<file path="config.mk">
export PLATFORM = sky130hd
export DESIGN_NAME = fspc_ctrl
export DESIGN_NICKNAME = d
export VERILOG_FILES = /design/src/rtl/fspc_pkg.sv /design/src/rtl/fspc_ctrl.sv
export SDC_FILE = /design/constraint.sdc
export NUM_CORES = 1
export LEC_CHECK = 0
export BUFFER_PORTS_ARGS = -buffer_cell sky130_fd_sc_hd__buf_2
export CELL_PAD_IN_SITES_DETAIL_PLACEMENT = 0
export CELL_PAD_IN_SITES_GLOBAL_PLACEMENT = 1
export CORE_ASPECT_RATIO = 1.5
export CORE_MARGIN = 10
export CORE_UTILIZATION = 48
export CTS_BUF_LIST = sky130_fd_sc_hd__clkbuf_4
export CTS_CLUSTER_SIZE = 10
export DETAILED_ROUTE_END_ITERATION = 12
export PLACE_DENSITY = 0.95
export SETUP_SLACK_MARGIN = 0.02
export SYNTH_ARGS = -nofsm -noshare
export SYNTH_HDL_FRONTEND = slang
export SYNTH_SLANG_ARGS = --single-unit
</file>
<file path="constraint.sdc">
create_clock -name clock_in -period 3.95 [get_ports clock_in]
set_clock_uncertainty 0.2 [all_clocks]
set_input_delay 0.1975 -clock clock_in [delete_from_list [all_inputs] [get_ports clock_in]]
set_output_delay 0.1975 -clock clock_in [all_outputs]
set_load 0.02 [all_outputs]
</file>
<file path="src/rtl/fspc_pkg.sv">
// Constants and types of the flash self-programming controller
package fspc_pkg;
    localparam logic [15:0] ADDR_LO    = 16'hF090;
    localparam logic [15:0] ADDR_HI    = 16'hF091;
    localparam logic [15:0] DATA_LO    = 16'hF092;
    localparam logic [15:0] DATA_HI    = 16'hF093;
    localparam logic [15:0] ERASE_ADR  = 16'hF096;
    localparam logic [15:0] KEY_ADR    = 16'hF098;
    localparam logic [15:0] SEG_ADR    = 16'hF09A;
    localparam logic [15:0] EN_ADR     = 16'hF09C;
    localparam logic [15:0] STAT_ADR   = 16'hF09E;
    localparam logic [15:0] ADDR_RST   = 16'hFFFF;
    localparam logic [15:0] DATA_RST   = 16'hFFFF;
    localparam logic [15:0] RD_ZERO    = 16'h0000;
    localparam logic [4:0]  SEG_RST    = 5'h10;
    localparam logic [4:0]  SEG_CODE   = 5'h00;
    localparam logic [4:0]  SEG_DATA   = 5'h1F;
    localparam logic [7:0]  KEY_FIRST  = 8'hFA;
    localparam logic [7:0]  KEY_SECOND = 8'hF5;
    localparam logic [1:0]  CMD_BLOCK  = 2'h1;
    localparam logic [1:0]  CMD_SECTOR = 2'h2;
    localparam logic [15:0] CODE_BLOCK = 16'h4000;
    localparam logic [15:0] DATA_BLOCK = 16'h1000;
    localparam logic [15:0] CODE_SECT  = 16'h0400;
    localparam logic [15:0] DATA_SECT  = 16'h0080;
    localparam logic [15:0] CODE_UNIT  = 16'h0002;
    localparam logic [15:0] DATA_UNIT  = 16'h0001;
    localparam int STAT_PRG_BIT = 0;
    localparam int STAT_ERS_BIT = 1;
    localparam int CLK_PERIOD_NS   = 100;
    localparam int CODE_PROG_MAX_NS = 60000;
    localparam int DATA_PROG_MAX_NS = 40000;
    localparam int ERASE_MAX_NS     = 50000000;
    localparam int CODE_PROG_CYC = CODE_PROG_MAX_NS / CLK_PERIOD_NS;
    localparam int DATA_PROG_CYC = DATA_PROG_MAX_NS / CLK_PERIOD_NS;
    localparam int ERASE_CYC     = ERASE_MAX_NS / CLK_PERIOD_NS;
    localparam int TMR_W = 20;

    typedef enum logic [1:0] {
        FSPC_OP_PROG,
        FSPC_OP_SECTOR,
        FSPC_OP_BLOCK
    } fspc_op_t;

    typedef struct packed {
        logic        wr;
        logic        rd;
        logic        word;
        logic [15:0] addr;
        logic [15:0] wdata;
    } fspc_sfr_t;

    typedef struct packed {
        fspc_op_t    op;
        logic [4:0]  seg;
        logic [15:0] base;
        logic [15:0] len;
        logic [15:0] data;
        logic        two_bytes;
    } fspc_cmd_t;
endpackage

</file>
<file path="src/rtl/fspc_ctrl.sv">
// Flash self-programming controller: SFRs, unlock, sequencing, assertions
`timescale 1ns/10ps
`default_nettype none
module fspc_ctrl #(
    parameter int ERASE_CYCLES = fspc_pkg::ERASE_CYC
) (
    input  wire logic              clock_in,
    input  wire logic              resetn_in,
    input  wire fspc_pkg::fspc_sfr_t sfr_in,
    input  wire logic              sys_clk_low_in,
    input  wire logic              flash_done_in,
    output logic [15:0]            sfr_rdata_out,
    output logic                   flash_start_out,
    output fspc_pkg::fspc_cmd_t    flash_cmd_out,
    output logic                   cpu_stall_out,
    output logic                   nvm_done_out
);
    typedef enum logic [1:0] { KEY_IDLE, KEY_HALF, KEY_ARMED } fspc_key_t;
    typedef enum logic { RUN_IDLE, RUN_BUSY } fspc_run_t;

    ////////////////////////////////////////////////////////////////////
    function automatic logic [1:0] byte_we(input fspc_pkg::fspc_sfr_t s,
                                           input logic [15:0] lo_a,
                                           input logic [15:0] hi_a);
        byte_we[0] = s.wr && s.addr == lo_a;
        byte_we[1] = s.wr && (s.word ? s.addr == lo_a : s.addr == hi_a);
    endfunction

    function automatic logic [15:0] merge(input logic [15:0] old,
                                          input logic [1:0] we,
                                          input fspc_pkg::fspc_sfr_t s);
        merge = old;
        if (we[0]) begin
            merge[7:0] = s.wdata[7:0];
        end
        if (we[1]) begin
            merge[15:8] = s.word ? s.wdata[15:8] : s.wdata[7:0];
        end
    endfunction

    function automatic logic [15:0] base_of(input logic [15:0] a,
                                            input logic [15:0] size);
        base_of = a & ~(size - 16'h0001);
    endfunction

    ////////////////////////////////////////////////////////////////////
    logic [15:0]         addr_r;
    logic [15:0]         data_r;
    logic [4:0]          seg_r;
    logic                en_r;
    logic                prg_busy_r;
    logic                ers_busy_r;
    logic                code_op_r;
    logic [fspc_pkg::TMR_W-1:0] tmr_r;
    logic [fspc_pkg::TMR_W-1:0] limit_nxt;
    fspc_key_t           key_r;
    fspc_run_t           run_r;
    logic [1:0]          addr_we;
    logic [1:0]          data_we;
    logic [15:0]         data_nxt;
    logic                is_code;
    logic                is_data;
    logic                prog_trig;
    logic                erase_wr;
    logic                erase_trig;
    logic                key_wr;
    logic                go;
    logic                op_end;
    fspc_pkg::fspc_cmd_t cmd_nxt;

    assign addr_we  = byte_we(sfr_in, fspc_pkg::ADDR_LO, fspc_pkg::ADDR_HI);
    assign data_we  = byte_we(sfr_in, fspc_pkg::DATA_LO, fspc_pkg::DATA_HI);
    assign data_nxt = merge(data_r, data_we, sfr_in);
    assign is_code  = seg_r == fspc_pkg::SEG_CODE;
    assign is_data  = seg_r == fspc_pkg::SEG_DATA;
    // High byte triggers program memory, low byte data flash
    assign prog_trig = is_code ? data_we[1] :
                       (is_data & data_we[0]);
    assign erase_wr = sfr_in.wr && sfr_in.addr == fspc_pkg::ERASE_ADR;
    assign erase_trig = erase_wr && (is_code || is_data) &&
        (sfr_in.wdata[1:0] == fspc_pkg::CMD_BLOCK ||
         sfr_in.wdata[1:0] == fspc_pkg::CMD_SECTOR);
    assign key_wr = sfr_in.wr && sfr_in.addr == fspc_pkg::KEY_ADR;
    // Needs the enable bit and an armed key
    assign go = (prog_trig || erase_trig) && en_r &&
                key_r == KEY_ARMED && run_r == RUN_IDLE;
    assign op_end = run_r == RUN_BUSY &&
                    (flash_done_in || tmr_r == '0);

    ////////////////////////////////////////////////////////////////////
    always_comb begin
        cmd_nxt = '0;
        cmd_nxt.seg = seg_r;
        cmd_nxt.data = data_nxt;
        cmd_nxt.two_bytes = is_code;
        limit_nxt = fspc_pkg::TMR_W'(ERASE_CYCLES - 1);
        if (prog_trig) begin
            cmd_nxt.op = fspc_pkg::FSPC_OP_PROG;
            if (is_code) begin
                cmd_nxt.base = {addr_r[15:1], 1'b0};
                cmd_nxt.len = fspc_pkg::CODE_UNIT;
                limit_nxt = fspc_pkg::TMR_W'(fspc_pkg::CODE_PROG_CYC - 1);
            end else begin
                cmd_nxt.base = addr_r;
                cmd_nxt.len = fspc_pkg::DATA_UNIT;
                cmd_nxt.data[15:8] = 8'hFF;
                limit_nxt = fspc_pkg::TMR_W'(fspc_pkg::DATA_PROG_CYC - 1);
            end
        end else if (sfr_in.wdata[1:0] == fspc_pkg::CMD_SECTOR) begin
            cmd_nxt.op = fspc_pkg::FSPC_OP_SECTOR;
            cmd_nxt.len = is_code ? fspc_pkg::CODE_SECT :
                                    fspc_pkg::DATA_SECT;
            cmd_nxt.base = base_of(addr_r, cmd_nxt.len);
        end else begin
            cmd_nxt.op = fspc_pkg::FSPC_OP_BLOCK;
            cmd_nxt.len = is_code ? fspc_pkg::CODE_BLOCK :
                                    fspc_pkg::DATA_BLOCK;
            // Data flash has one block only, so its base is always zero
            cmd_nxt.base = is_code ? base_of(addr_r, cmd_nxt.len) :
                                     '0;
        end
    end

    ////////////////////////////////////////////////////////////////////
    // Address, data, segment and enable registers
    always_ff @(posedge clock_in or negedge resetn_in) begin
        if (!resetn_in) begin
            addr_r <= fspc_pkg::ADDR_RST;
            data_r <= fspc_pkg::DATA_RST;
        end else begin
            addr_r <= merge(addr_r, addr_we, sfr_in);
            data_r <= data_nxt;
        end
    end

    always_ff @(posedge clock_in or negedge resetn_in) begin
        if (!resetn_in) begin
            seg_r <= fspc_pkg::SEG_RST;
        end else if (sfr_in.wr && sfr_in.addr == fspc_pkg::SEG_ADR) begin
            seg_r <= sfr_in.wdata[4:0];
        end
    end

    // Low-speed clock cannot time the cells, so writes are dropped
    always_ff @(posedge clock_in or negedge resetn_in) begin
        if (!resetn_in) begin
            en_r <= 1'b0;
        end else if (sfr_in.wr && sfr_in.addr == fspc_pkg::EN_ADR &&
                     !sys_clk_low_in) begin
            en_r <= sfr_in.wdata[0];
        end
    end

    ////////////////////////////////////////////////////////////////////
    // Unlock key sequence
    always_ff @(posedge clock_in or negedge resetn_in) begin
        if (!resetn_in) begin
            key_r <= KEY_IDLE;
        end else if (go) begin
            key_r <= KEY_IDLE;
        end else if (key_wr) begin
            if (sfr_in.wdata[7:0] == fspc_pkg::KEY_FIRST) begin
                key_r <= KEY_HALF;
            end else if (key_r == KEY_HALF) begin
                key_r <= (sfr_in.wdata[7:0] == fspc_pkg::KEY_SECOND) ?
                         KEY_ARMED : KEY_IDLE;
            end
        end
    end

    ////////////////////////////////////////////////////////////////////
    // Operation sequencer; timer bounds each operation
    always_ff @(posedge clock_in or negedge resetn_in) begin
        if (!resetn_in) begin
            run_r <= RUN_IDLE;
            tmr_r <= '0;
            code_op_r <= 1'b0;
        end else begin
            unique case (run_r)
                RUN_IDLE: begin
                    if (go) begin
                        run_r <= RUN_BUSY;
                        tmr_r <= limit_nxt;
                        code_op_r <= is_code;
                    end
                end
                RUN_BUSY: begin
                    if (op_end) begin
                        run_r <= RUN_IDLE;
                    end else begin
                        tmr_r <= tmr_r - 1'b1;
                    end
                end
            endcase
        end
    end

    always_ff @(posedge clock_in or negedge resetn_in) begin
        if (!resetn_in) begin
            prg_busy_r <= 1'b0;
            ers_busy_r <= 1'b0;
        end else if (go && is_data) begin
            prg_busy_r <= prog_trig;
            ers_busy_r <= !prog_trig;
        end else if (op_end) begin
            prg_busy_r <= 1'b0;
            ers_busy_r <= 1'b0;
        end
    end

    always_ff @(posedge clock_in or negedge resetn_in) begin
        if (!resetn_in) begin
            flash_start_out <= 1'b0;
            flash_cmd_out <= '0;
            nvm_done_out <= 1'b0;
        end else begin
            flash_start_out <= go;
            if (go) begin
                flash_cmd_out <= cmd_nxt;
            end
            nvm_done_out <= op_end && !code_op_r;
        end
    end

    // CPU fetches from the array being written, so it must wait
    assign cpu_stall_out = run_r == RUN_BUSY && code_op_r;

    ////////////////////////////////////////////////////////////////////
    always_ff @(posedge clock_in or negedge resetn_in) begin
        if (!resetn_in) begin
            sfr_rdata_out <= fspc_pkg::RD_ZERO;
        end else if (sfr_in.rd) begin
            unique case (sfr_in.addr)
                fspc_pkg::ADDR_LO: sfr_rdata_out <= sfr_in.word ? addr_r :
                                   {8'h00, addr_r[7:0]};
                fspc_pkg::ADDR_HI: sfr_rdata_out <= {8'h00, addr_r[15:8]};
                fspc_pkg::DATA_LO: sfr_rdata_out <= sfr_in.word ? data_r :
                                   {8'h00, data_r[7:0]};
                fspc_pkg::DATA_HI: sfr_rdata_out <= {8'h00, data_r[15:8]};
                fspc_pkg::SEG_ADR: sfr_rdata_out <= {11'h000, seg_r};
                fspc_pkg::EN_ADR:  sfr_rdata_out <= {15'h0000, en_r};
                fspc_pkg::STAT_ADR: sfr_rdata_out <= {14'h0000, ers_busy_r,
                                                      prg_busy_r};
                default: sfr_rdata_out <= fspc_pkg::RD_ZERO;
            endcase
        end
    end
endmodule // fspc_ctrl
`default_nettype wire

</file>
* After elaboration in Yosys (flattened, before gate mapping) *
Cells that the tools add are included.

operators by class
  equal/unequal tests = 18
  multiplexer cells = 35
  bitwise gates (word level) = 6
  reductions and logical operators = 33
  add/subtract/negate cells = 3

operators with widths
  cell                     number
  $eq A16 B16 Y1 const B   9
  $pmux W16 S7             1
  $mux W32                 2
  $mux W16                 3
  $mux W20                 2
  $mux W8                  5
  $pmux W20 S2             1
  $and A16 B16 Y16         2
  $not A16 Y16             2
  $logic_not A20 Y1        1
  $sub A20 B1 Y20 const B  1
  $mux W19                 1
  $logic_and A1 B1 Y1      18
  $mux W17                 1
  $eq A8 B8 Y1 const B     2
  $sub A15 B1 Y16 const B  1
  $mux W15                 1
  $mux W2                  7
  $sub A11 B1 Y12 const B  1
  $mux W11                 1
  $mux W10                 1
  $mux W1                  8
  $reduce_and A2 Y1        3
  $eq A5 B5 Y1 const B     1
  11 further kinds         20

storage, ports and cells
  word-level logic and storage cells = 115
  output and inout bits = 75
  register bits after elaboration = 138
  bits of input ports = 39

* Longest topological paths before layout *
Gate-level depths: netlist of run 1.

  depth after elaboration = 10
  mapped depth = 9
  gate-level depth less buffers = 9

* Worst setup path after synthesis of run 1 *
Ideal clock, no wire load.

  path type = reg-to-reg
  from = register tmr_r[0] (netlist bit)
  to = register tmr_r[18] (netlist bit)
  clock period less this slack = 2.388 ns
  stages on the path, launching flop included = 10
  path slack = 1.562 ns
  library setup time = 0.094 ns
  arrival time = 2.095 ns
  data required time = 3.656 ns
  path buffers = 1
  path through = dfrtp_1 -> inv_1 -> ha_1 -> nor4b_2 -> nand4_1 -> o21ai_1 -> o211a_2 -> buf_4 -> o21ai_1 -> a221oi_2

between the ends
  cells in the longest elaborated chain, start to end = 5
  elaborated cells on any way between the ends = 8
  classes of those cells = add/sub: 1; eq/ne: 1; mux: 2; reduce/logical: 4

ends and longest elaborated chain
  what                                                     RTL line          RTL
  start: declaration                                       fspc_ctrl.sv:54   logic [fspc_pkg::TMR_W-1:0] tmr_r;
  start signal: assignment                                 fspc_ctrl.sv:183  tmr_r <= limit_nxt;
  start signal: assignment                                 fspc_ctrl.sv:191  tmr_r <= tmr_r - 1'b1;
  branches (longest 5 deep; another with $sub A20 B1 Y20)  --

Parallel ways; which one is timed is not known. The select of a mux whose other input is x is not followed.
A chain may end at the register's enable or synchronous reset.

* Final worst setup path of run 1 *
  from = input sfr_in[26] (netlist bit)
  to = register tmr_r[9] (netlist bit)

between the ends
  cells in the longest elaborated chain, start to end = 10
  elaborated cells on any way between the ends = 20
  classes of those cells = eq/ne: 4; mux: 5; bitwise: 1; reduce/logical: 10

ends and longest elaborated chain
  what                                                   RTL line                                           RTL
  start: declaration                                     fspc_ctrl.sv:9                                     input wire fspc_pkg::fspc_sfr_t sfr_in,
  $eq A16 B16 Y1, on equally long branches               fspc_ctrl.sv:25, fspc_ctrl.sv:26, fspc_ctrl.sv:79
  $logic_and A1 B1 Y1 (tied with other cells)            fspc_ctrl.sv:25                                    byte_we[0] = s.wr && s.addr == lo_a;
  $and A1 B1 Y1 (tied with other cells)                  fspc_ctrl.sv:78                                    (is_data & data_we[0]);
  $mux W1 / $logic_and A1 B1 Y1 (equally long branches)  fspc_ctrl.sv:77, fspc_ctrl.sv:80
  $logic_or A1 B1 Y1                                     fspc_ctrl.sv:85                                    assign go = (prog_trig || erase_trig) && en_r &&
  $logic_and A1 B1 Y1 (2 in a row)                       fspc_ctrl.sv:85
  $logic_and A1 B1 Y1                                    fspc_ctrl.sv:86                                    key_r == KEY_ARMED && run_r == RUN_IDLE;
  $ne A2 B2 Y1 (no line)                                 --
  $reduce_and A2 Y1 (no line)                            --

Parallel ways exist; a longest one is shown, timed or not. The select of a mux whose other input is x is not followed.

==> results of run 1 <==
==> where the power goes <==
| part | leakage, nW | switching (mW) | internal (mW) |
|---|---|---|---|
| Clock | 0.141 | 0.482 | 0.398 |
| Sequential | 1.63 | 0.000183 | 1.31 |
| Combinational | 1.95 | 0.0927 | 0.0573 |
| Total | 3.72 | 0.575 | 1.77 |
==> per-layer routing <==
layer	track usage [%]	up-vias	part of all wire, %
met5	0	-	0
met4	10.4	0	4.5
met3	5.25	53	6.4
met2	36.6	236	53
met1	21.0	2690	36
li1	-	2514	-
==> flip-flops by register name, summed over array words and instances (netlist names) <==
signal / cells
data_r: 16
ers_busy_r: 1
nvm_done_out: 1
seg_r: 5
flash_cmd_out: 46
code_op_r: 1
en_r: 1
tmr_r: 20
key_r: 2
run_r: 1
flash_start_out: 1
sfr_rdata_out: 16
addr_r: 16
prg_busy_r: 1
==> cell families after synthesis <==
logic type	Yosys count	synth area share (%)
other	1	0.0596
adders and majority gates	3	0.597
muxes	40	6.80
buffers and inverters	74	5.39
DFF	128	51.6
xor gates and xnor gates	2	0.278
and+or+nand+nor	250	20.5
AOI/OAI and AO/OA	137	14.8
==> worst max-delay path, cell delays in order <==
cell	delay, ns
sky130_fd_sc_hd__dlygate4sd3_1	0.54
sky130_fd_sc_hd__buf_2	0.13
sky130_fd_sc_hd__or4_4	0.42
sky130_fd_sc_hd__dlygate4sd3_1	0.61
sky130_fd_sc_hd__nor3_4	0.32
sky130_fd_sc_hd__o2111ai_2	0.26
sky130_fd_sc_hd__o211a_2	0.33
sky130_fd_sc_hd__or4_1	0.52
sky130_fd_sc_hd__nand4_1	0.12
==> final timing paths <==
kind                                        from                endpoint  slack, ns
max                                   sfr_in[26]    tmr_r[9]$_DFFE_PN0P_       0.75
min                                   sfr_in[18]   tmr_r[17]$_DFFE_PN0P_       0.07
max reg2reg                 tmr_r[0]$_DFFE_PN0P_   tmr_r[17]$_DFFE_PN0P_       0.85
min reg2reg                code_op_r$_DFFE_PN0P_  nvm_done_out$_DFF_PN0_       0.25
max in group asynchronous              resetn_in   addr_r[3]$_DFFE_PN1P_       2.53
min in group asynchronous              resetn_in    tmr_r[5]$_DFFE_PN0P_       0.11
==> what timing repair did <==
| item | 4_1_cts | 5_1_grt |
|---|---|---|
| endpoints found under the hold margin | 137 | 0 |
| hold buffers | 35 | 0 |
| gates resized for setup | 0 | 0 |
==> per-stage QoR <==
stage	area, sq um	utilization [%]	instances
after CTS	7530	58.5	941
after floorplan	6320	-	644
final	7540	58.5	942
after global placement	6910	53.6	874
after global routing	7540	58.5	942
after detailed placement	6910	53.6	874
==> placed cells by master, fill, tap and decap left out, types with 4 or more instances in the layout <==
master,n
sky130_fd_sc_hd__or4_1,4
sky130_fd_sc_hd__a211oi_1,5
sky130_fd_sc_hd__nor3_1,18
sky130_fd_sc_hd__nand3_1,26
sky130_fd_sc_hd__dlygate4sd3_1,35
sky130_fd_sc_hd__or2_2,4
sky130_fd_sc_hd__nor2b_1,5
sky130_fd_sc_hd__dfrtp_1,95
sky130_fd_sc_hd__dfstp_2,33
sky130_fd_sc_hd__nand4_1,10
sky130_fd_sc_hd__inv_1,33
sky130_fd_sc_hd__clkinvlp_4,4
sky130_fd_sc_hd__o21ai_0,27
sky130_fd_sc_hd__mux2i_1,18
sky130_fd_sc_hd__or3_1,5
sky130_fd_sc_hd__a21oi_1,19
sky130_fd_sc_hd__a21o_1,19
sky130_fd_sc_hd__o22ai_1,16
sky130_fd_sc_hd__nor2_1,76
sky130_fd_sc_hd__a31oi_1,10
sky130_fd_sc_hd__buf_2,102
sky130_fd_sc_hd__nand2b_1,7
sky130_fd_sc_hd__conb_1,10
sky130_fd_sc_hd__nand2_1,62
sky130_fd_sc_hd__o31ai_1,4
sky130_fd_sc_hd__o2111ai_1,4
sky130_fd_sc_hd__clkbuf_4,21
sky130_fd_sc_hd__mux2_2,22
sky130_fd_sc_hd__buf_4,8
==> area by class of cell <==
class | instances | area, sq um
multi-input cells | 442 | 2750
well taps | 159 | 199
repair buffers | 146 | 941
inverters | 34 | 128
clock buffers | 21 | 158
fillers | 1147 | 5350
flip-flops and latches | 128 | 3240
clock inverters | 11 | 116
diodes | 1 | 2.50
==> impl_metrics.toml, run 1 <==
[global_routing]
grt-ovfl-total = 0
grt_max_degree = 70
grt_first_pass_wirelength_um = 29500
grt_antenna_before_repair = 2
first_global_vias = 5603
grtUsageTotal_pct = 20.4

[synth]
synth_most_common_cell = "sky130_fd_sc_hd__dfrtp_1"
synth.area.top_cells = "sky130_fd_sc_hd__dfrtp_1 38%, sky130_fd_sc_hd__dfstp_2 14%, sky130_fd_sc_hd__nor2_1 4.5%"
post_synth_num_cell_types = 76
post-synth-top-area-fraction_pct = 37.8
netlist_instances = 635
synth.yosys.seq_area_share_pct = 51.6
netlist_area_sq_mm = 0.00629
syn_avg_cell_area_sq_um = 9.91
async_reset_ff_share_pct = 100
ys_top_cells_by_count = "95 x sky130_fd_sc_hd__dfrtp_1, 76 x sky130_fd_sc_hd__nor2_1, 62 x sky130_fd_sc_hd__nand2_1"
post-synth-top-area-cell = "sky130_fd_sc_hd__dfrtp_1"
yosysWarnings = 0
postSynthRegisterBits = 128
ys_dominant_reg_cell = "sky130_fd_sc_hd__dfrtp_1"
synth-edff-count = 0

[hold_path]
min_path_type = "input port to flip-flop"
number_of_cells_on_the_worst_hold_path = 3

[place]
dp.final_hpwl_um = 13600
gpl.final_weighted_congestion = 0.995
placement.io_buffers = 103
dpl_worst_slack_ns = 0.779

[setup_path]
timing.critical_path.to_type = "flip-flop"
r2r_cells = 9
critical_path_required_ns = 4.21
critical_path_source_type = "input port"
worst-setup-path-type = "input port to flip-flop"
worstPathMaxFanout = 23
arr_time_crit_path_ns = 3.46

[clocking]
tritoncts = "built"
worst_setup_hold_path_clk_slew_ns = 0.10
clock_tree_root_buffer_cell = "sky130_fd_sc_hd__clkbuf_4"
cts.path.max_buffers = 2
tritoncts_num_sinks = 128
postCtsSetupBuffers = 0
ctsHtreeMaxLevel = 4
cts_inserted_buffers = 17
insertion_delay_ns = 0.53

[timing]
maxClockFrequency_mhz = 312
worstMarginPinSlew_ns = 1.20
fin_hold_ws_ns = 0.0725
fin_setup_tns_ns = 0
post-route-period-util_pct = 81.0
rsz0062_at_grt = "false"
timing.slew.headroom_pct = 20.1
finalHoldViolations = 0
drv_slew = 0
timing.final.crit_period_ns = 3.20
fin_ws_ns = 0.749
report.final.setup_viol = 0

[die]
floorplan.die.height_um = 160
core_area_sq_mm = 0.0129
die_w_um = 113
io_pins = 114
placement_rows = 51
die-area_sq_mm = 0.0182
start_util_pct = 48.8

[layout]
finish.net_count = 811
drive_gt1_share_pct = 28.4
area_growth_pct = 19.8

[route]
dr_total_vias = 5493
dr.first_iter.drc_count = 315
wire_per_inst_um = 19.8
dr.pass1.iters = 5
detail_route.drc_violations = 0
residual_antenna_violating_net_count_after_detailed_routing = 0
route.detailed.vias_per_inst = 5.83
wl_um = 18600

[power]
power_mw = 2.34
total_leakage_power_nw = 3.72
p_per_area_mw_per_mm2 = 311
vdd.ir_drop.worst_uv = 211

[flow_run]
timing.max_cap.violations = 0

[status]
run_status = "completed"
(Power assumes the default switching activity.)
==> inputs of run 2 (changes only) <==
--- a/config.mk
+++ b/config.mk
@@ -10,11 +10,11 @@
 export CELL_PAD_IN_SITES_GLOBAL_PLACEMENT = 1
 export CORE_ASPECT_RATIO = 1.5
 export CORE_MARGIN = 10
-export CORE_UTILIZATION = 48
+export CORE_UTILIZATION = 40
 export CTS_BUF_LIST = sky130_fd_sc_hd__clkbuf_4
 export CTS_CLUSTER_SIZE = 10
 export DETAILED_ROUTE_END_ITERATION = 12
-export PLACE_DENSITY = 0.95
+export PLACE_DENSITY = 0.89
 export SETUP_SLACK_MARGIN = 0.02
 export SYNTH_ARGS = -nofsm -noshare
 export SYNTH_HDL_FRONTEND = slang
==> constraint.sdc (replaced) <==
create_clock -name clock_in -period 2.8 [get_ports clock_in]
set_clock_uncertainty 0.2 [all_clocks]
set_input_delay 0.14 -clock clock_in [delete_from_list [all_inputs] [get_ports clock_in]]
set_output_delay 0.14 -clock clock_in [all_outputs]
set_load 0.02 [all_outputs]
==> run 2 against run 1 <==
Hold slack got worse by 0.032 ns. Register-to-register slack lost 0.64 ns. Combinational power up 59%. Critical path type unchanged. Largest power group unchanged. Highest routed layer unchanged.
==> impl_metrics.toml, run 2 (synthesis results as in run 1) <==
[status]
run_status = "completed"

[clocking]
insertion_delay_ns = 0.54
tritoncts = "built"
tritoncts_num_sinks = 128
worst_setup_hold_path_clk_slew_ns = 0.11
cts.path.max_buffers = 2
ctsHtreeMaxLevel = 4
cts_inserted_buffers = 17
postCtsSetupBuffers = 0
clock_tree_root_buffer_cell = "sky130_fd_sc_hd__clkbuf_4"

[timing]
timing.slew.headroom_pct = 35.8
worstMarginPinSlew_ns = 0.962
post-route-period-util_pct = 97.4
rsz0062_at_grt = "false"
fin_setup_tns_ns = 0
finalHoldViolations = 0
drv_slew = 0
timing.final.crit_period_ns = 2.73
fin_hold_ws_ns = 0.0404
fin_ws_ns = 0.0715
maxClockFrequency_mhz = 366
report.final.setup_viol = 0

[layout]
area_growth_pct = 26.9
largest_reg_flops = 46
final_util_pct = 51.3
fin_cells = 1024
finish.net_count = 849
largest_register = "flash_cmd_out"
drive_gt1_share_pct = 31.0
mostFrequentLayoutCell = "sky130_fd_sc_hd__buf_2"
largest_registers = "flash_cmd_out x46, tmr_r x20"
num-fill-cells = 1479
post-route-cell-area_sq_mm = 0.00798
most_frequent_cells_in_the_layout = "102 x sky130_fd_sc_hd__buf_2, 95 x sky130_fd_sc_hd__dfrtp_1, 76 x sky130_fd_sc_hd__nor2_1"

[route]
dr.first_iter.drc_count = 346
detail_route.drc_violations = 0
dr_total_vias = 5561
dr.pass1.iters = 5
wl_um = 19800
route.detailed.vias_per_inst = 5.43
residual_antenna_violating_net_count_after_detailed_routing = 0
wire_per_inst_um = 19.3

[setup_path]
critical_path_required_ns = 3.03
arr_time_crit_path_ns = 2.96
r2r_slack_ns = 0.21
timing.critical_path.to_type = "flip-flop"
critical_path_source_type = "input port"
crit_path_frequent_cell = "sky130_fd_sc_hd__dlygate4sd3_1"
worst-setup-path-type = "input port to flip-flop"
regToRegEndpoint = "flash_cmd_out[3]$_DFFE_PN0N_"
cp_cell_sequence = "dlygate4sd3_1 -> buf_2 -> buf_4 -> nand2b_1 -> or2_2 -> nor4_2 -> nand4b_1 -> dlygate4sd3_1 -> a22oi_1 -> nor2_1"
worst_path_max_delay_cell = "sky130_fd_sc_hd__dlygate4sd3_1"
worst_path_dominant_cell_family = "buffers and inverters"
worst_setup_path_startpoint = "sfr_in[17]"
worstReg2RegStart = "seg_r[3]$_DFFE_PN0P_"
r2r_cells = 7
path_buf_inv = 4
worstPathMaxFanout = 13
critical-path-max-stage-delay_ns = 0.62
cp_num_cells = 10

[power]
total_leakage_power_nw = 3.92
seqPwrFrac_pct = 53.8
clkPwrFrac_pct = 39.3
p_int_mw = 2.58
power_mw = 3.44
switching_share_pct = 25.1
comb_power_share_pct = 6.9
vdd.ir_drop.worst_uv = 323
p_per_area_mw_per_mm2 = 431
switching_power_mw = 0.864

[global_routing]
grt_max_degree = 47
grt-ovfl-total = 0
grt_first_pass_wirelength_um = 31000
grtUsageTotal_pct = 18.7
grt_antenna_before_repair = 1
first_global_vias = 5743

[die]
floorplan.die.height_um = 174
die-area_sq_mm = 0.0212
die_w_um = 122
start_util_pct = 40.4
placement_rows = 56
core_area_sq_mm = 0.0156
io_pins = 114

[hold_path]
min_path_type = "input port to flip-flop"
timing.hold.worst.start = "sfr_in[21]"
hold_end = "flash_start_out$_DFF_PN0_"
number_of_cells_on_the_worst_hold_path = 5

[place]
dp.final_hpwl_um = 14600
gpl.final_weighted_congestion = 0.924
placement.io_buffers = 103
dpl_worst_slack_ns = 0.172
dp_cells = 947
placed_area_sq_mm = 0.00720

[flow_run]
timing.max_cap.violations = 0
[run 2: changes by cell type in the layout (fill, tap and decap cells not counted), sizes merged]
cell         delta
clkinv          +4
clkbuf          -3
clkinvlp        -2
buf            +29
dlygate4sd3     +9
bufinv          +1
[run 2: worst max path at each step]
stage                                   end  slack, ns
4_1_cts                key_r[1]$_DFFE_PN0P_       0.06
5_1_grt                key_r[1]$_DFFE_PN0P_       0.03
3_5_place_dp          tmr_r[17]$_DFFE_PN0P_       0.17
6_report               key_r[1]$_DFFE_PN0P_       0.07
3_3_place_gp   flash_cmd_out[4]$_DFFE_PN0N_       0.20
2_1_floorplan         tmr_r[18]$_DFFE_PN0P_       0.41
[run 2: timing repair]
| action | 4_1_cts | 5_1_grt |
|---|---|---|
| resized for setup | 0 | 6 |
| endpoints found under the setup margin | 0 | 9 |
| hold endpoints to repair | 192 | 0 |
| hold buffers | 44 | 0 |
[run 2: power groups by stage]
| stage | combinational (mW) | clock (mW) | sequential (mW) |
|---|---|---|---|
| after floorplan | 0.0824 | 0 | 1.89 |
| after global placement | 0.181 | 0 | 1.88 |
| after detailed placement | 0.182 | 0 | 1.88 |
| after CTS | 0.231 | 1.38 | 1.85 |
| after global routing | 0.257 | 1.46 | 1.85 |
| final | 0.238 | 1.35 | 1.85 |
[run 2: layout make-up]
class	count	area [sq um]	share of cell area (%)
Antenna cell	1	2.50	0.0314
Clock buffer	18	135	1.69
Clock inverter	14	166	2.08
Inverter	34	128	1.60
Multi-Input combinational cell	442	2790	35.0
Sequential cell	128	3240	40.6
Tap cell	203	254	3.18
Timing Repair Buffer	184	1260	15.8
[run 2: worst reg2reg max path, stage by stage (launching register included)]
cell and delay, ns:
sky130_fd_sc_hd__dfrtp_1 0.43, sky130_fd_sc_hd__and3_1 0.22, sky130_fd_sc_hd__and3_1 0.21, sky130_fd_sc_hd__o2111a_1 0.28, sky130_fd_sc_hd__a21oi_2 0.71, sky130_fd_sc_hd__buf_4 0.33, sky130_fd_sc_hd__nor2_1 0.08, sky130_fd_sc_hd__nor2_1 0.09
[run 2: per-layer routing]
metal,GRT usage [%],part of all wire (%),vias to the layer above
li1,-,-,2587
met5,0,0,-
met4,9.70,4.4,0
met2,33.0,53,195
met1,20.0,37,2729
met3,3.98,5.3,50
